$ cat config.mk
export PLATFORM = sky130hd
export DESIGN_NAME = fprs_seq
export DESIGN_NICKNAME = d
export VERILOG_FILES = /design/src/fprs_pkg.sv /design/src/fprs_seq.sv /design/src/fprs_tick.sv
export VERILOG_INCLUDE_DIRS = /design/src
export SDC_FILE = /design/constraint.sdc
export NUM_CORES = 1
export LEC_CHECK = 0
export BUFFER_PORTS_ARGS = -buffer_cell sky130_fd_sc_hd__buf_4
export CAP_MARGIN = 20
export CORE_UTILIZATION = 60
export DETAILED_ROUTE_END_ITERATION = 8
export GPL_TIMING_DRIVEN = 0
export PLACE_DENSITY = 0.91
export SLEW_MARGIN = 30
export SYNTH_ARGS = -nofsm -noshare
export SYNTH_HDL_FRONTEND = slang
export SYNTH_SLANG_ARGS = --single-unit
$ cat constraint.sdc
create_clock -name core_clk -period 5.9 [get_ports core_clk]
set_input_delay 0.59 -clock core_clk [delete_from_list [all_inputs] [get_ports core_clk]]
set_output_delay 0.59 -clock core_clk [all_outputs]
set_load 0.005 [all_outputs]
$ cat src/fprs_regs.svh
`ifndef FPRS_REGS_SVH
`define FPRS_REGS_SVH

// Core clock rate and the unit of every time setting (0.1 s).
`define FPRS_CLK_MHZ 250
`define FPRS_TICK_MS 100
`define FPRS_TICK_CYCLES (`FPRS_TICK_MS * 1000 * `FPRS_CLK_MHZ)

// Fault-free run that a retry needs, besides a run longer than four waiting times, to count as a success.
`define FPRS_SUCC_MIN_MS 3100
// Retry waiting time used when the setting is zero (1 s, in ticks).
`define FPRS_WAIT_DEFAULT 12'h00a

// Coast time value that means automatic restart is not selected.
`define FPRS_COAST_NONE 14'h270f

// Loss stop selection codes.
`define FPRS_LOSS_COAST 2'h0
`define FPRS_LOSS_STOP 2'h1
`define FPRS_LOSS_CONT 2'h2

// Retry count setting: quiet range top and offset of the loud range.
`define FPRS_QUIET_MAX 8'h0a
`define FPRS_LOUD_BASE 8'h64

// Output terminal function codes.
`define FPRS_TERM_LOSS_POS 8'h2e
`define FPRS_TERM_LOSS_NEG 8'h92
`define FPRS_TERM_RETRY_POS 8'h40
`define FPRS_TERM_RETRY_NEG 8'ha4

// Retry fault masks per selection, bit index equals the fault code.
`define FPRS_NFAULT 21
`define FPRS_MASK_SEL0 21'h1fffff
`define FPRS_MASK_SEL1 21'h000007
`define FPRS_MASK_SEL2 21'h000038
`define FPRS_MASK_SEL3 21'h00003f
`define FPRS_MASK_SEL4 21'h1ff73f
`define FPRS_MASK_SEL5 21'h000005

`endif

$ cat src/fprs_pkg.sv
package fprs_pkg;

   // Fault codes reported by the protection logic.
   typedef enum logic [4:0] {
      F_OC_ACCEL = 5'h00, F_OC_CONST = 5'h01, F_OC_DECEL = 5'h02,
      F_OV_ACCEL = 5'h03, F_OV_CONST = 5'h04, F_OV_DECEL = 5'h05,
      F_MOTOR_THERMAL = 5'h06, F_DRIVE_THERMAL = 5'h07, F_BRAKE = 5'h08,
      F_EARTH = 5'h09, F_USB = 5'h0a, F_EXT_THERMAL = 5'h0b, F_STALL = 5'h0c,
      F_OPTION = 5'h0d, F_OPTION_COMM = 5'h0e, F_PARAM_STORAGE = 5'h0f,
      F_CPU_A = 5'h10, F_CPU_B = 5'h11, F_CPU_C = 5'h12, F_CPU_D = 5'h13,
      F_INPUT_PHASE_LOSS = 5'h14
   } fprs_fault_t;

   // Software settings, held stable by the parameter store.
   typedef struct packed {
      logic [13:0] coast_time;
      logic [1:0] loss_sel;
      logic [2:0] retry_sel;
      logic [7:0] retry_cnt;
      logic [11:0] wait_time;
      logic [7:0] term_sel;
   } fprs_cfg_t;

   typedef enum logic [1:0] {
      L_RUN = 2'b00, L_DECEL = 2'b01, L_STOPPED = 2'b10, L_COAST = 2'b11
   } fprs_loss_st_t;

   typedef enum logic [1:0] {
      R_IDLE = 2'b00, R_WAIT = 2'b01, R_WATCH = 2'b10, R_LOCK = 2'b11
   } fprs_retry_st_t;

endpackage

$ cat src/fprs_seq.sv
`include "fprs_regs.svh"
module fprs_seq #(
   parameter int TICK_CYCLES = `FPRS_TICK_CYCLES,
   parameter int CNT_W = 16
) (
   input wire logic core_clk,
   input wire logic reset_n,
   input wire logic forward_start_input,
   input wire logic reverse_start_input,
   input wire logic supply_loss,
   input wire logic output_at_zero,
   input wire logic fault_trip,
   input wire fprs_pkg::fprs_fault_t fault_code,
   input wire logic powerup_storage_fault,
   input wire logic fault_clear,
   input wire logic counter_write,
   input wire logic [CNT_W-1:0] counter_wdata,
   input wire fprs_pkg::fprs_cfg_t cfg,
   output logic run_permit,
   output logic loss_decel_cmd,
   output logic output_cutoff,
   output logic reaccel_cmd,
   output logic restart_sel_power,
   output logic retry_reset_pulse,
   output logic retry_keep_thermal,
   output logic fault_output,
   output logic retry_excess_fault,
   output logic loss_decel_status_out,
   output logic retry_active_status_out,
   output logic terminal_out,
   output logic [CNT_W-1:0] retry_success_counter
);

   generate
      if (CNT_W < 4) begin : g_chk
         $error("fprs_seq needs CNT_W of at least 4");
      end
   endgenerate

   ////////////////////////////////////////////////////////////////////////////////
   // Start pins: three flops, a level changes once the last two agree.

   logic [1:0] sync1, sync2, sync3, start_level;
   logic [3:0] sync_fill;
   logic armed;
   logic next_trip;
   logic fault_output_raw;
   wire start_any = |start_level;
   // An empty synchroniser reads low, so arming waits until it holds the real pin level.
   wire start_seen_low = !start_any && sync_fill[3];

   always_ff @(posedge core_clk or negedge reset_n) begin
      if (!reset_n) begin
         sync1 <= 2'h0;
         sync2 <= 2'h0;
         sync3 <= 2'h0;
         start_level <= 2'h0;
         sync_fill <= 4'h0;
      end else begin
         sync_fill <= {sync_fill[2:0], 1'b1};
         sync1 <= {reverse_start_input, forward_start_input};
         sync2 <= sync1;
         sync3 <= sync2;
         start_level <= (sync2 & sync3) | (start_level & (sync2 | sync3));
      end
   end

   ////////////////////////////////////////////////////////////////////////////////
   // Mode decode.

   wire coast_none = (cfg.coast_time == `FPRS_COAST_NONE);
   wire stop_mode = (cfg.loss_sel == `FPRS_LOSS_STOP) && coast_none;
   wire cont_mode = (cfg.loss_sel == `FPRS_LOSS_CONT);
   wire ramp_mode = stop_mode || cont_mode;
   wire running = run_permit && !fault_output && !retry_excess_fault;

   ////////////////////////////////////////////////////////////////////////////////
   // Supply loss sequencer.

   fprs_pkg::fprs_loss_st_t loss_st, next_loss;

   // Only a running, untripped drive enters loss handling.
   always_comb begin
      next_loss = loss_st;
      case (loss_st)
         fprs_pkg::L_RUN: begin
            if (supply_loss && running) begin
               next_loss = ramp_mode ? fprs_pkg::L_DECEL : fprs_pkg::L_COAST;
            end
         end
         fprs_pkg::L_DECEL: begin
            if (output_at_zero) begin
               next_loss = fprs_pkg::L_STOPPED;
            end else if (!supply_loss && cont_mode) begin
               next_loss = fprs_pkg::L_RUN;
            end
         end
         fprs_pkg::L_STOPPED: begin
            // In stop mode the start must drop first, so a held start cannot rerun.
            if (!supply_loss && (cont_mode || !start_any)) begin
               next_loss = fprs_pkg::L_RUN;
            end
         end
         fprs_pkg::L_COAST: begin
            if (!supply_loss) begin
               next_loss = fprs_pkg::L_RUN;
            end
         end
         default: next_loss = fprs_pkg::L_RUN;
      endcase
   end

   // A dropped start in continue mode simply withdraws the run permit.
   wire next_run = start_any && (armed || !stop_mode) && !next_trip
      && (next_loss == fprs_pkg::L_RUN || next_loss == fprs_pkg::L_DECEL);
   wire next_y46 = (next_loss == fprs_pkg::L_DECEL) || (next_loss == fprs_pkg::L_STOPPED);
   wire next_reaccel = (loss_st == fprs_pkg::L_DECEL) && (next_loss == fprs_pkg::L_RUN);

   ////////////////////////////////////////////////////////////////////////////////
   // Retry eligibility and counts.

   logic [`FPRS_NFAULT-1:0] sel_mask, retry_mask;
   assign sel_mask = (cfg.retry_sel == 3'h0) ? `FPRS_MASK_SEL0 :
                     (cfg.retry_sel == 3'h1) ? `FPRS_MASK_SEL1 :
                     (cfg.retry_sel == 3'h2) ? `FPRS_MASK_SEL2 :
                     (cfg.retry_sel == 3'h3) ? `FPRS_MASK_SEL3 :
                     (cfg.retry_sel == 3'h4) ? `FPRS_MASK_SEL4 :
                     (cfg.retry_sel == 3'h5) ? `FPRS_MASK_SEL5 : '0;

   // Per fault: selected by the setting, and the power-up storage fault never.
   for (genvar i = 0; i < `FPRS_NFAULT; i++) begin : g_mask
      if (i == int'(fprs_pkg::F_PARAM_STORAGE)) begin : g_pe
         assign retry_mask[i] = sel_mask[i] && !powerup_storage_fault;
      end else begin : g_other
         assign retry_mask[i] = sel_mask[i];
      end
   end

   wire fault_hit = (int'(fault_code) < `FPRS_NFAULT) && retry_mask[fault_code];
   wire quiet = (cfg.retry_cnt != 8'h00) && (cfg.retry_cnt <= `FPRS_QUIET_MAX);
   wire loud = (cfg.retry_cnt > `FPRS_LOUD_BASE);
   wire [7:0] allowed = quiet ? cfg.retry_cnt : loud ? cfg.retry_cnt - `FPRS_LOUD_BASE : 8'h00;

   logic [11:0] wait_cnt;
   logic [13:0] run_cnt;
   logic [7:0] fail_cnt;
   wire [11:0] wait_eff = (cfg.wait_time == 12'h000) ? `FPRS_WAIT_DEFAULT : cfg.wait_time;
   wire [13:0] four_wait = {wait_eff, 2'b00};
   wire [13:0] succ_min = 14'(`FPRS_SUCC_MIN_MS / `FPRS_TICK_MS);
   wire tick;

   ////////////////////////////////////////////////////////////////////////////////
   // Retry sequencer.

   fprs_pkg::fprs_retry_st_t rst_st, next_rst;
   wire wait_done = (wait_cnt >= wait_eff);
   wire succ = (run_cnt > four_wait) && (run_cnt >= succ_min);
   wire can_retry = fault_hit && (allowed != 8'h00) && (fail_cnt < allowed);
   wire excess = fault_hit && (allowed != 8'h00) && (fail_cnt >= allowed);
   wire trip_idle = fault_trip && (rst_st == fprs_pkg::R_IDLE || rst_st == fprs_pkg::R_WATCH);

   always_comb begin
      next_rst = rst_st;
      case (rst_st)
         fprs_pkg::R_IDLE, fprs_pkg::R_WATCH: begin
            if (fault_trip) begin
               next_rst = can_retry ? fprs_pkg::R_WAIT : fprs_pkg::R_LOCK;
            end else if (rst_st == fprs_pkg::R_WATCH && succ) begin
               next_rst = fprs_pkg::R_IDLE;
            end
         end
         fprs_pkg::R_WAIT: begin
            if (fault_trip && !fault_hit) begin
               next_rst = fprs_pkg::R_LOCK;
            end else if (wait_done) begin
               next_rst = fprs_pkg::R_WATCH;
            end
         end
         fprs_pkg::R_LOCK: begin
            if (fault_clear) begin
               next_rst = fprs_pkg::R_IDLE;
            end
         end
         default: next_rst = fprs_pkg::R_IDLE;
      endcase
   end

   wire do_retry = (rst_st == fprs_pkg::R_WAIT) && (next_rst == fprs_pkg::R_WATCH);
   wire success = (rst_st == fprs_pkg::R_WATCH) && succ && !fault_trip;
   wire manual_clr = (rst_st == fprs_pkg::R_LOCK) && fault_clear;
   wire counter_clear = counter_write && (counter_wdata == '0);
   // A trip in the clearing cycle still wins, so no fault is ever dropped.
   assign next_trip = fault_trip || (fault_output_raw && !do_retry && !manual_clr);
   wire next_excess = (trip_idle && excess) || (retry_excess_fault && !manual_clr);

   fprs_tick #(
      .TICK_CYCLES(TICK_CYCLES)
   ) u_tick (
      .core_clk(core_clk),
      .reset_n(reset_n),
      .restart(rst_st != next_rst),
      .tick(tick)
   );

   // Timers restart on every retry state change, aligned with the tick phase.
   always_ff @(posedge core_clk or negedge reset_n) begin
      if (!reset_n) begin
         wait_cnt <= 12'h000;
         run_cnt <= 14'h0000;
      end else begin
         wait_cnt <= (rst_st != next_rst) ? 12'h000 : wait_cnt + 12'(tick && !wait_done);
         run_cnt <= (rst_st != next_rst) ? 14'h0000 : run_cnt + 14'(tick && !(&run_cnt));
      end
   end

   // A zero write landing with a success clears the counter and still counts the success, leaving 1.
   always_ff @(posedge core_clk or negedge reset_n) begin
      if (!reset_n) begin
         fail_cnt <= 8'h00;
         retry_success_counter <= '0;
      end else begin
         fail_cnt <= (success || manual_clr) ? 8'h00 : fail_cnt + 8'(do_retry);
         retry_success_counter <= success ? (counter_clear ? CNT_W'(1) :
            retry_success_counter + 1'b1) : counter_clear ? '0 : retry_success_counter;
      end
   end

   ////////////////////////////////////////////////////////////////////////////////
   // State and output registers.

   wire next_y64 = (next_rst == fprs_pkg::R_WAIT);
   wire [7:0] tsel = cfg.term_sel;
   wire next_term = (tsel == `FPRS_TERM_LOSS_POS) ? next_y46 :
                    (tsel == `FPRS_TERM_LOSS_NEG) ? !next_y46 :
                    (tsel == `FPRS_TERM_RETRY_POS) ? next_y64 :
                    (tsel == `FPRS_TERM_RETRY_NEG) ? !next_y64 : 1'b0;

   always_ff @(posedge core_clk or negedge reset_n) begin
      if (!reset_n) begin
         loss_st <= fprs_pkg::L_RUN;
         rst_st <= fprs_pkg::R_IDLE;
         armed <= 1'b0;
         run_permit <= 1'b0;
         loss_decel_cmd <= 1'b0;
         output_cutoff <= 1'b0;
         reaccel_cmd <= 1'b0;
         restart_sel_power <= 1'b0;
         retry_reset_pulse <= 1'b0;
         retry_keep_thermal <= 1'b0;
         fault_output_raw <= 1'b0;
         fault_output <= 1'b0;
         retry_excess_fault <= 1'b0;
         loss_decel_status_out <= 1'b0;
         retry_active_status_out <= 1'b0;
         terminal_out <= 1'b0;
      end else begin
         loss_st <= next_loss;
         rst_st <= next_rst;
         armed <= (armed || start_seen_low) && (next_loss != fprs_pkg::L_STOPPED);
         run_permit <= next_run;
         loss_decel_cmd <= (next_loss == fprs_pkg::L_DECEL);
         output_cutoff <= (next_loss == fprs_pkg::L_COAST) || next_trip;
         reaccel_cmd <= next_reaccel;
         restart_sel_power <= !coast_none;
         retry_reset_pulse <= do_retry;
         retry_keep_thermal <= do_retry;
         fault_output_raw <= next_trip;
         fault_output <= next_trip && !(next_y64 && quiet);
         retry_excess_fault <= next_excess;
         loss_decel_status_out <= next_y46;
         retry_active_status_out <= next_y64;
         terminal_out <= next_term;
      end
   end
endmodule

$ cat src/fprs_tick.sv
module fprs_tick #(
   parameter int TICK_CYCLES = 25000000
) (
   input wire logic core_clk,
   input wire logic reset_n,
   input wire logic restart,
   output logic tick
);

   localparam int CW = $clog2(TICK_CYCLES);
   localparam logic [CW-1:0] LAST = CW'(TICK_CYCLES - 1);

   generate
      if (TICK_CYCLES < 2) begin : g_chk
         $error("fprs_tick needs TICK_CYCLES of at least 2");
      end
   endgenerate

   logic [CW-1:0] count;
   wire at_last = (count == LAST);

   // Restart realigns the tick phase so a timed interval starts exactly at its event.
   always_ff @(posedge core_clk or negedge reset_n) begin
      if (!reset_n) begin
         count <= '0;
         tick <= 1'b0;
      end else begin
         count <= (restart || at_last) ? '0 : count + 1'b1;
         tick <= at_last && !restart;
      end
   end

endmodule

# Word level (Yosys, flattened, before mapping)
# Index checks and enable logic that the tools add are counted.
word_totals:
  romBits: 0
  mem_count: 0
  out_inout_bits: 28
  ramBits: 0
  latch_bits: 0
  regBits: 105
classes:
  n_lt_le_gt_ge: 9
  muxes: 36
  n_eq_ne: 26
  n_mul: 0
  n_reduce_logical: 77
  n_shift: 0
  n_bitwise: 4
  addsub: 6
  n_div: 0
ops:
  columns: ["operator", "n"]
  rows:
  - ["21-bit two-way mux", 5]
  - ["16-bit two-way mux", 3]
  - ["1-bit logical AND", 35]
  - ["25-bit by 1-bit adder with 25-bit output (second input constant)", 1]
  - ["25-bit == test (second input constant)", 1]
  - ["25-bit two-way mux", 1]
  - ["12-bit two-way mux", 2]
  - ["2-bit two-way mux", 12]
  - ["8-bit two-way mux", 3]
  - ["1-bit logical NOT", 18]
  - ["16-bit by 1-bit adder with 16-bit output (second input constant)", 1]
  - ["2-bit == test (second input constant)", 8]
  - ["8-bit == test (second input constant)", 2]
  - ["16-bit logical NOT", 1]
  - ["8-bit nonzero test", 2]
  - ["14-bit by 1-bit adder with 14-bit output", 1]
  - ["14-bit == test (second input constant)", 1]
  - ["14-bit by 5-bit >= comparator with 1-bit output (second input constant)", 1]
  - ["14-bit greater-than comparator", 1]
  - ["14-bit two-way mux", 1]
  - ["14-bit AND reduction", 1]
  - ["12-bit by 1-bit adder with 12-bit output", 1]
  - ["12-bit >= comparator", 1]
  - ["12-bit logical NOT", 1]
  - ["28 further kinds", 54]

# Logic depth before layout (Yosys ltp)
# Gate-level depths: netlist (run 1).
logic_depth:
  ltp_word: 25
  ltp_mapped: 16
  mapped_depth_nobuf: 16

# Modules after synthesis
# Synthesis (run 1) repeated with hierarchy kept, for this count alone.
unflattened:
  hier_cells: 677
  hier_area_um2: 6508.7
modules_own_cells:
  columns: ["module", "area_per_inst_um2", "cells_each", "seq_area_each_um2", "instances"]
  rows:
  - ["fprs_seq", 5116.2, 531, 1976.9, 1]
  - ["fprs_tick", 1392.6, 146, 650.6, 1]

# Worst setup path before layout (run 1)
# Ideal clock, no wire load.
synth_timing:
  path_kind: "input port to flip-flop"
  start: "input cfg[22] in the netlist's numbering"
  end: "register terminal_out"
  setup_time_ps: 79
  path_stages: 14
  arrival_time_ps: 3629
  slack_ps: 2192
  path_cell_list: "inv_1 -> ha_1 -> and3_1 -> a2111o_1 -> nor4_4 -> a21oi_1 -> or2_2 -> ha_1 -> a21oi_1 -> nand2_1 -> a211o_1 -> a311oi_2 -> o31a_1 -> mux2i_1"
synth_via:
  elab_chain_len: 15
synth_lines:
  columns: ["item", "line_no", "text"]
  rows:
  - ["start: declaration", "fprs_seq.sv:18", "input wire fprs_pkg::fprs_cfg_t cfg,"]
  - ["8-bit by 7-bit subtractor with 8-bit output (no source line) (tied with other cells)", null, null]
  - ["8-bit two-way mux or 1-bit logical AND (tied branches)", "fprs_seq.sv:142, fprs_seq.sv:140", null]
  - ["8-bit two-way mux *", "fprs_seq.sv:142", "wire [7:0] allowed = quiet ? cfg.retry_cnt : loud ? cfg.retry_cnt - `FPRS_LOUD_BASE : 8'h00;"]
  - ["parallel branches: the longest is 2 deep, another holds 8-bit less-than comparator", null, null]
  - ["1-bit logical AND *", "fprs_seq.sv:158", "wire can_retry = fault_hit && (allowed != 8'h00) && (fail_cnt < allowed);"]
  - ["2-bit two-way mux *", "fprs_seq.sv:167", "next_rst = can_retry ? fprs_pkg::R_WAIT : fprs_pkg::R_LOCK;"]
  - ["2-bit two-way mux *", "fprs_seq.sv:166", "if (fault_trip) begin"]
  - ["2-bit case mux with 3 select lines *", "fprs_seq.sv:164", "case (rst_st)"]
  - ["2-bit by 1-bit == test with 1-bit output *", "fprs_seq.sv:231", "wire next_y64 = (next_rst == fprs_pkg::R_WAIT);"]
  - ["named net next_y64", "fprs_seq.sv:231", null]
  - ["1-bit logical NOT", "fprs_seq.sv:236", "(tsel == `FPRS_TERM_RETRY_NEG) ? !next_y64 : 1'b0;"]
  - ["1-bit two-way mux", "fprs_seq.sv:236", null]
  - ["1-bit two-way mux *", "fprs_seq.sv:235", "(tsel == `FPRS_TERM_RETRY_POS) ? next_y64 :"]
  - ["1-bit two-way mux *", "fprs_seq.sv:234", "(tsel == `FPRS_TERM_LOSS_NEG) ? !next_y46 :"]
  - ["1-bit two-way mux *", "fprs_seq.sv:233", "wire next_term = (tsel == `FPRS_TERM_LOSS_POS) ? next_y46 :"]
  - ["named net next_term", "fprs_seq.sv:233", null]
  - ["end signal: assignment", "fprs_seq.sv:272", "terminal_out <= next_term;"]
  - ["end: declaration", "fprs_seq.sv:30", "output logic terminal_out,"]
# Mark *: on every way through the listed nets, which the timed path passes.
# A chain may end at the register's enable or synchronous reset.

# Worst setup path after layout (run 1)
# Ends and elaborated chain as after synthesis.

==> results of run 1 <==
==> worst register-to-register path: cells and delay by family, from the launching register on <==
family                     cells  cell delay, ps
DFF                            1             370
adders and majority gates      3             690
and+or+nand+nor                7            1140
buffers and inverters          1              50
xor gates and xnor gates       1             160
AOI/OAI and AO/OA              2             940
==> path summary, 6_finish.rpt <==
kind                       slack [ps]           endpoint  cells past startpoint                 from
hold reg to reg                   360           sync2[1]                      0             sync1[1]
max in group asynchronous        5070        fail_cnt[3]                      1              reset_n
min in group core_clk             290           sync1[0]                      1  forward_start_input
setup / recovery                 1980       terminal_out                     15              cfg[22]
hold / removal                    280  restart_sel_power                      1              reset_n
setup reg to reg                 2450        wait_cnt[8]                     14          wait_cnt[0]
==> sequential cells by signal, indices dropped and copies added (netlist names), 2 cells and up <==
| signal | cells |
|---|---|
| u_tick.count | 25 |
| retry_success_counter | 16 |
| run_cnt | 14 |
| wait_cnt | 12 |
| fail_cnt | 8 |
| sync_fill | 4 |
| loss_st | 2 |
| rst_st | 2 |
| start_level | 2 |
| sync1 | 2 |
| sync2 | 2 |
| sync3 | 2 |
==> Yosys cell counts, types with 14 or more instances <==
library cell,number,share of area [%]
nor2_1,97,6.0
xnor2_1,32,4.6
nand2_1,41,2.5
nand3_1,36,3.0
nand4_1,14,1.4
ha_1,48,9.9
nor3_1,16,1.3
nor4_1,19,2.0
dfrtp_1,105,43
and3_1,24,2.5
inv_1,28,1.7
xor2_1,32,4.6
a21oi_1,22,1.8
==> layer usage <==
layer  global-route usage (%)  up-vias  share of wire, %
met5                        0        -                 0
met3                     5.97       61               5.2
met4                     14.7        0               3.8
li1                         -     2508                 -
met2                     49.0      207                51
met1                     34.7     2607                40
==> power groups by stage <==
stage	Sequential, uW	Clock [uW]	Combinational (uW)
2_1_floorplan	794	0	180
3_3_place_gp	797	0	305
3_5_place_dp	801	0	326
4_1_cts	786	477	330
5_1_grt	791	509	363
6_report	787	475	334
==> cell families (layout without fill, tap and decap cells) <==
kind of cell / count (synthesis) / after routing / share of synthesized area, %
AO/OA/AOI/OAI: 82 / 82 / 9.45
multiplexers: 4 / 4 / 0.657
buffers and inverters: 39 / 159 / 2.55
XOR/XNOR: 64 / 64 / 9.20
flip-flops: 105 / 105 / 43.1
adder cells (fa/ha/maj): 50 / 50 / 10.2
other: 1 / 1 / 0.0616
AND/OR/NAND/NOR: 296 / 296 / 24.8
==> cell type report <==
| cell class | count | area (um^2) | area share (%) |
|---|---|---|---|
| multi-input combinational | 497 | 3310 | 45.7 |
| sequential | 105 | 2630 | 36.2 |
| timing repair buffer | 104 | 787 | 10.8 |
| tap | 133 | 166 | 2.29 |
| clock buffer | 10 | 128 | 1.76 |
| inverter | 28 | 105 | 1.45 |
| clock inverter | 6 | 76.3 | 1.05 |
| buffer | 11 | 50.0 | 0.690 |
==> through the flow <==
stage | cell area [um^2] | hold slack (ps) | instances | setup slack, ps | utilization (%)
2_1_floorplan | 6090 | 294 | 641 | 2190 | -
3_3_place_gp | 7040 | 335 | 878 | 1720 | 71.7
3_5_place_dp | 7040 | 337 | 878 | 1630 | 71.7
4_1_cts | 7250 | 294 | 894 | 2020 | 73.8
5_1_grt | 7250 | 276 | 894 | 1790 | 73.9
6_report | 7250 | 278 | 894 | 1980 | 73.9
==> results_dict.tcl, run 1 <==
set metrics [dict create \
    start_util_pct 62.0 \
    critPathTopFamily "compound AO/OA/AOI/OAI gates" \
    grt_pass1_wl_mm 23.6 \
    cts_hold_repair.buffers 0 \
    die_w_um 103 \
    leakage_uw 0.00350 \
    netSwitchingFraction_pct 32.0 \
    ys_ff_latch 105 \
    portBuffers 104 \
    cts_buffers 9 \
    synth_ff_type "dfrtp_1" \
    grt.overflow.total 0 \
    nFillCells 703 \
    clock_sinks 105 \
    routed_wl_mm 14.8 \
    clock_latency_ps 390 \
    switchingPower_uw 511 \
    cts_tree "yes" \
    dp_hpwl_mm 10.9 \
    post-route-drc-count 0 \
    crit_path_top_delay_cell "nor4_4" \
    place.gp.congestion 0.898 \
    hold_path_class "in -> async" \
    gr-usage-all-layers_pct 28.8 \
    crit_arrival_ps 4240 \
    antenna_found_initial 0 \
    vias 5383 \
    cap_violations 0 \
    layout-drive-gt1-share_pct 17.6 \
    dieArea_um2 10600 \
    synthesis.area_um2 6090 \
    p_total_uw 1600 \
    ys.warnings.count 0 \
    wl_per_cell_um 16.5 \
    core.rowCount 36 \
    maxSlewHeadroom_pct 45.5 \
    final_antenna_net_count 0 \
    rsz0062_at_grt "false" \
    internal-power_uw 1090 \
    setup_viol 0 \
    required_ps 6230 \
    dieHeight_um 103 \
    areaGrowthSynthToFinish_pct 19.1 \
    crit_buf_inv 2 \
    clock_skew_ps 7.46 \
    final_common_cell "dfrtp_1" \
    worstSetupEndpointType "flop" \
    tns_ps 0 \
    seq_area_frac_synth_pct 43.1 \
    cts_resized 0 \
    drt_iter0_drc 297 \
    layout_common_cells "dfrtp_1, buf_4, nor2_1" \
    grt_pass1_vias 5320 \
    dr.pass1.iters 5 \
    fin_crit_ps 3920 \
    ioPinCount 106 \
    cp_cell_sequence "buf_4, inv_1, ha_1, and3_1, a2111o_1, nor4_4, a21oi_1, or2_2, ha_1, a21oi_1, nand2_1, a211o_1, a311oi_2, o31a_1, mux2i_1" \
    path_clk_slew_ps 110 \
    post_cts_buffers 0 \
    diodes 0 \
    critPathKind "in -> reg" \
    slew_violations 0 \
    postSynthAreaPerCell_um2 9.50 \
    nNetsFinal 882 \
    finalHoldViolCount 0 \
    syn_nets 767 \
    avgViaCountPerCell 6.02 \
    grt_max_degree 106 \
    path_max_fanout 8 \
    synth_edf_count 0 \
    clock_path_buffers 2 \
    worst_pin_slew_ps 817 \
    cts-root-buf "clkbuf_8" \
    pwr-share-comb_pct 20.9 \
    power_frac_seq_pct 49.3 \
    timing.final.crit_share_pct 66.4 \
    cp-start-kind "input pin" \
    ir_drop_mv 0.133 \
    clock_power_share_pct 29.7 \
    fmax_mhz 255 \
    status "finished clean" \
    critPathMaxStageDelay_ps 470 \
    cts_max_level 3 \
    synth_cells 641 \
    design.core.area_um2 9820 \
    yosysUniqueCellTypes 64 \
    p_per_area_nw_per_um2 220 \
    synthArstFlopShare_pct 100 \
]
Power figures use the tool's default switching activity.
==> run 2, diff against run 1 <==
--- a/config.mk
+++ b/config.mk
@@ -8,10 +8,10 @@
 export LEC_CHECK = 0
 export BUFFER_PORTS_ARGS = -buffer_cell sky130_fd_sc_hd__buf_4
 export CAP_MARGIN = 20
-export CORE_UTILIZATION = 60
+export CORE_UTILIZATION = 57
 export DETAILED_ROUTE_END_ITERATION = 8
 export GPL_TIMING_DRIVEN = 0
-export PLACE_DENSITY = 0.91
+export PLACE_DENSITY = 0.87
 export SLEW_MARGIN = 30
 export SYNTH_ARGS = -nofsm -noshare
 export SYNTH_HDL_FRONTEND = slang
==> constraint.sdc (replaced) <==
create_clock -name core_clk -period 4 [get_ports core_clk]
set_input_delay 0.4 -clock core_clk [delete_from_list [all_inputs] [get_ports core_clk]]
set_output_delay 0.4 -clock core_clk [all_outputs]
set_load 0.005 [all_outputs]
==> run 2 against run 1 <==
Effect of this change:
- global-route usage is 1.9 points lower
- clock-buffer cell count is 1 higher
- combinational power increased by 44%
- utilization shrank 3.5 points
- power up 47%
- die area grew 5.2%
- non-clock buffer count stayed put
- clock skew is 11 ps higher
- flip-flop and latch count unchanged
- via count is 1.9% lower
- critical endpoint unchanged
- largest cell class unchanged
- largest power group unchanged
- highest routed layer unchanged
==> results_dict.tcl, run 2 (same netlist as run 1, synthesis figures left out) <==
set metrics [dict create \
    status "finished clean" \
    areaGrowthSynthToFinish_pct 19.2 \
    gr-usage-all-layers_pct 26.9 \
    cts_tree "yes" \
    leakage_uw 0.00351 \
    placed_cells 881 \
    largest-register "u_tick.count" \
    cts-root-buf "clkbuf_8" \
    die_w_um 105 \
    worst_pin_slew_ps 807 \
    required_ps 4300 \
    post-route-drc-count 0 \
    slew_violations 0 \
    diodes 0 \
    worstSetupEndpointType "flop" \
    cts_max_level 3 \
    final_common_cell "dfrtp_1" \
    cts_buffers 9 \
    avgViaCountPerCell 5.89 \
    grt_pass1_vias 5351 \
    path_max_fanout 8 \
    dr.pass1.iters 5 \
    dp_hpwl_mm 10.6 \
    maxSlewHeadroom_pct 46.2 \
    crit_arrival_ps 4070 \
    cts_resized 0 \
    cp-start-kind "input pin" \
    largest_reg_flops 25 \
    tns_ps 0 \
    setup_viol 0 \
    vias 5279 \
    clock_latency_ps 370 \
    clock_sinks 105 \
    antenna_found_initial 0 \
    path_clk_slew_ps 100 \
    ir_drop_mv 0.248 \
    fmax_mhz 266 \
    stdcell_count 897 \
    design.core.area_um2 10300 \
    ioPinCount 106 \
    p_per_area_nw_per_um2 322 \
    start_util_pct 59.0 \
    layout_common_cells "dfrtp_1, buf_4, nor2_1" \
    place.gp.congestion 0.850 \
    hold_path_class "in -> async" \
    dieArea_um2 11100 \
    finalHoldViolCount 0 \
    cap_violations 0 \
    fin_crit_ps 3770 \
    dieHeight_um 105 \
    wl_per_cell_um 16.0 \
    largestRegisters "u_tick.count: 25 flops, retry_success_counter: 16 flops, run_cnt: 14 flops" \
    nNetsFinal 882 \
    r2r_setup_slack_ps 620 \
    layout-drive-gt1-share_pct 17.6 \
    core.rowCount 37 \
    routed_wl_mm 14.3 \
    grt_pass1_wl_mm 24.1 \
    grt_max_degree 106 \
    final_antenna_net_count 0 \
    timing.final.crit_share_pct 94.2 \
    clock_skew_ps 18.3 \
    rsz0062_at_grt "false" \
    cts_hold_repair.buffers 0 \
    post_cts_buffers 0 \
    nFillCells 739 \
    drt_iter0_drc 344 \
    critPathKind "in -> reg" \
    portBuffers 104 \
    grt.overflow.total 0 \
    clock_path_buffers 2 \
]
[run 2: changes by cell type in the layout (fill, tap and decap cells not counted)]
| cell | delta |
|---|---|
| inv_8 | -1 |
| inv_6 | +3 |
| clkinv_4 | -1 |
| clkbuf_8 | +1 |
| clkinvlp_4 | -2 |
[run 2: critical path: stages]
cell	delay, ps
buf_4	100
inv_1	130
ha_1	240
and3_1	140
a2111o_1	440
nor4_4	490
a21oi_1	80
or2_2	320
ha_1	310
a21oi_1	170
nand2_1	70
a211o_1	320
a311oi_2	380
o31a_1	270
mux2i_1	190
[run 2: metal layers]
layer  up-vias  share of wire, %  track usage [%]  wire length [um]
met5         -                 0                0                 0
met4         0               2.5             10.3               365
met3        41               3.9             3.96               562
met2       153                52             48.0              7430
met1      2565                42             32.7              5970
li1       2520                 -                -                 -
[run 2: where the power goes]
part           leakage (uW)  switching, uW  internal [uW]  total (uW)
registers           0.00141           42.6           1120        1160
clock network      0.000107            382            319         700
logic               0.00199            298            183         480
[run 2: layout make-up]
| cell class | instances | area [um^2] | share of cell area, % |
|---|---|---|---|
| well taps | 136 | 170 | 2.34 |
| clock inverters | 5 | 67.6 | 0.930 |
| multi-input cells | 497 | 3310 | 45.6 |
| inverters | 28 | 105 | 1.45 |
| clock buffers | 11 | 141 | 1.95 |
| flip-flops and latches | 105 | 2630 | 36.2 |
| repair buffers | 104 | 787 | 10.8 |
| plain buffers | 11 | 50.0 | 0.689 |
[run 2: worst paths after layout]
check,startpoint,endpoint,cells after the start
worst max-delay path,cfg[22],terminal_out,15
worst min-delay path,reset_n,restart_sel_power,1
worst min register to register,sync_fill[0],sync_fill[1],0
worst max register to register,wait_cnt[0],wait_cnt[10],14
min in group core_clk,forward_start_input,sync1[0],1
max in group asynchronous,reset_n,retry_success_counter[4],1
[run 2: stage by stage]
stage          utilization, %  cell area [um^2]  hold WS, ps  total power (uW)  setup WS, ps
2_1_floorplan               -              6090          104              1440           482
3_3_place_gp             68.2              7040          333              1620         -46.5
3_5_place_dp             68.2              7050          335              1650         -89.6
4_1_cts                  70.3              7250          123              2340           287
5_1_grt                  70.4              7260          122              2450          54.8
6_report                 70.4              7260          108              2340           234
==> run 3, diff against run 2 <==
--- a/config.mk
+++ b/config.mk
@@ -11,7 +11,8 @@
 export CORE_UTILIZATION = 57
 export DETAILED_ROUTE_END_ITERATION = 8
 export GPL_TIMING_DRIVEN = 0
-export PLACE_DENSITY = 0.87
+export PLACE_DENSITY = 0.82
+export REMOVE_ABC_BUFFERS = 1
 export SLEW_MARGIN = 30
 export SYNTH_ARGS = -nofsm -noshare
 export SYNTH_HDL_FRONTEND = slang
==> run 3 against run 2 <==
Effect of this change:
- critical path depth is 1 higher
- clock skew is 10 ps lower
- worst setup slack better by 11 ps
- critical endpoint unchanged
==> results_dict.tcl, run 3 (same netlist as run 1, synthesis figures left out) <==
set metrics [dict create \
    status "finished clean" \
    multi_input_area_um2 3320 \
    dr.pass1.iters 7 \
    clock_skew_ps 7.99 \
    clock_path_buffers 2 \
    largest-register "u_tick.count" \
    dieArea_um2 11100 \
    seqCellArea_um2 2630 \
    maxSlewHeadroom_pct 45.6 \
    clock_sinks 105 \
    cts_max_level 3 \
    nFillCells 787 \
    path_clk_slew_ps 100 \
    fin_crit_ps 3750 \
    grt_pass1_wl_mm 22.8 \
    switchingPower_uw 714 \
    cts_tree "yes" \
    hold_slack_ps 92.7 \
    rsz0062_at_grt "false" \
    internal-power_uw 1520 \
    nNetsFinal 878 \
    largest_reg_flops 25 \
    post-route-drc-count 0 \
    path_max_fanout 7 \
    setup_viol 0 \
    hold_path_class "in -> async" \
    antenna_found_initial 0 \
    final_antenna_net_count 0 \
    grt.overflow.total 0 \
    ioPinCount 106 \
    cp-start-kind "input pin" \
    p_per_area_nw_per_um2 309 \
    portBuffers 105 \
    netSwitchingFraction_pct 32.0 \
    layout-drive-gt1-share_pct 18.3 \
    pwr-share-comb_pct 19.9 \
    required_ps 4300 \
    layout_common_cells "buf_4, dfrtp_1, nor2_1" \
    leakage_uw 0.00349 \
    die_w_um 105 \
    cts_buffers 9 \
    largestRegisters "u_tick.count: 25 flops, retry_success_counter: 16 flops, run_cnt: 14 flops" \
    avgViaCountPerCell 5.75 \
    crit_arrival_ps 4060 \
    core.rowCount 37 \
    ir_drop_mv 0.209 \
    dieHeight_um 105 \
    worst_pin_slew_ps 816 \
    grt_max_degree 106 \
    start_util_pct 59.0 \
    cts-root-buf "clkbuf_8" \
    worstSetupEndpointType "flop" \
    cap_violations 0 \
    clock_power_share_pct 27.6 \
    dp_hpwl_mm 9.99 \
    grt_pass1_vias 5165 \
    clock_latency_ps 370 \
    place.gp.congestion 0.915 \
    wl_per_cell_um 14.9 \
    drt_iter0_drc 315 \
    power_frac_seq_pct 52.5 \
    finalHoldViolCount 0 \
    areaGrowthSynthToFinish_pct 18.8 \
    final_common_cell "buf_4" \
    routed_wl_mm 13.3 \
    diodes 0 \
    slew_violations 0 \
    timing.final.crit_share_pct 93.9 \
    vias 5130 \
    fmax_mhz 266 \
    tns_ps 0 \
    critPathKind "in -> reg" \
    gr-usage-all-layers_pct 25.6 \
    design.core.area_um2 10300 \
]
## run 3: cell count changes in the layout (fill, tap and decap cells not counted), moves of 2 or more
cell and change:
buf_2 -2, buf_4 +4, clkbuf_1 -7, inv_6 -2
## run 3: cell type report
cell class,count,share of cell area [%]
multi-input combinational,497,45.9
clock buffer,9,1.71
sequential,105,36.3
timing repair buffer,111,11.5
tap,136,2.35
inverter,28,1.45
clock inverter,6,0.726
## run 3: routing by layer
metal	global-route usage (%)	vias to the layer above	routed length (um)	part of all wire, %
met4	9.96	0	274	2.1
met2	42.9	134	6400	48
li1	-	2508	-	-
met1	32.6	2467	5890	44
met5	0	-	0	0
met3	5.01	21	679	5.1
## run 3: final timing paths
path	start	to	slack, ps	depth (start not counted)
setup reg to reg	wait_cnt[0]	wait_cnt[10]	820	14
hold / removal	reset_n	fail_cnt[6]	90	1
min in group core_clk	forward_start_input	sync1[0]	130	1
hold reg to reg	sync_fill[1]	sync_fill[2]	360	0
max in group asynchronous	reset_n	run_cnt[10]	3330	1
setup / recovery	cfg[22]	terminal_out	250	16
## run 3: metrics by stage
stage / total power [uW] / util [%] / setup slack (ps) / instances / cell area, um^2
2_1_floorplan: 1410 / - / -157 / 630 / 6040
3_3_place_gp: 1610 / 67.8 / -1650 / 871 / 7000
3_5_place_dp: 1640 / 68.2 / -68.6 / 875 / 7040
4_1_cts: 2250 / 69.9 / 314 / 890 / 7220
5_1_grt: 2350 / 70.1 / 42.5 / 892 / 7240
6_report: 2230 / 70.1 / 245 / 892 / 7240
## run 3: power groups by stage
stage / sequential, uW / combinational, uW / clock, uW
after floorplan: 1180 / 235 / 0
after global placement: 1190 / 422 / 0
after detailed placement: 1190 / 443 / 0
after CTS: 1170 / 446 / 633
after global routing: 1180 / 492 / 678
final: 1170 / 444 / 617
## run 3: critical path, cell delays in order
cell	delay (ps)
buf_4	120
inv_1	200
ha_1	210
nand2_1	50
a2111o_1	480
nor4_4	430
buf_4	200
o21ai_0	90
ha_1	300
nor2b_1	130
o211ai_1	150
a21oi_1	90
a211o_1	310
a311oi_2	370
o31a_1	310
mux2i_1	200
## run 3: timing repair
item                                    CTS  global route
buffers inserted                          0             2
endpoints found under the setup margin    0             1
resized for setup                         0             0
hold buffers                              0             0
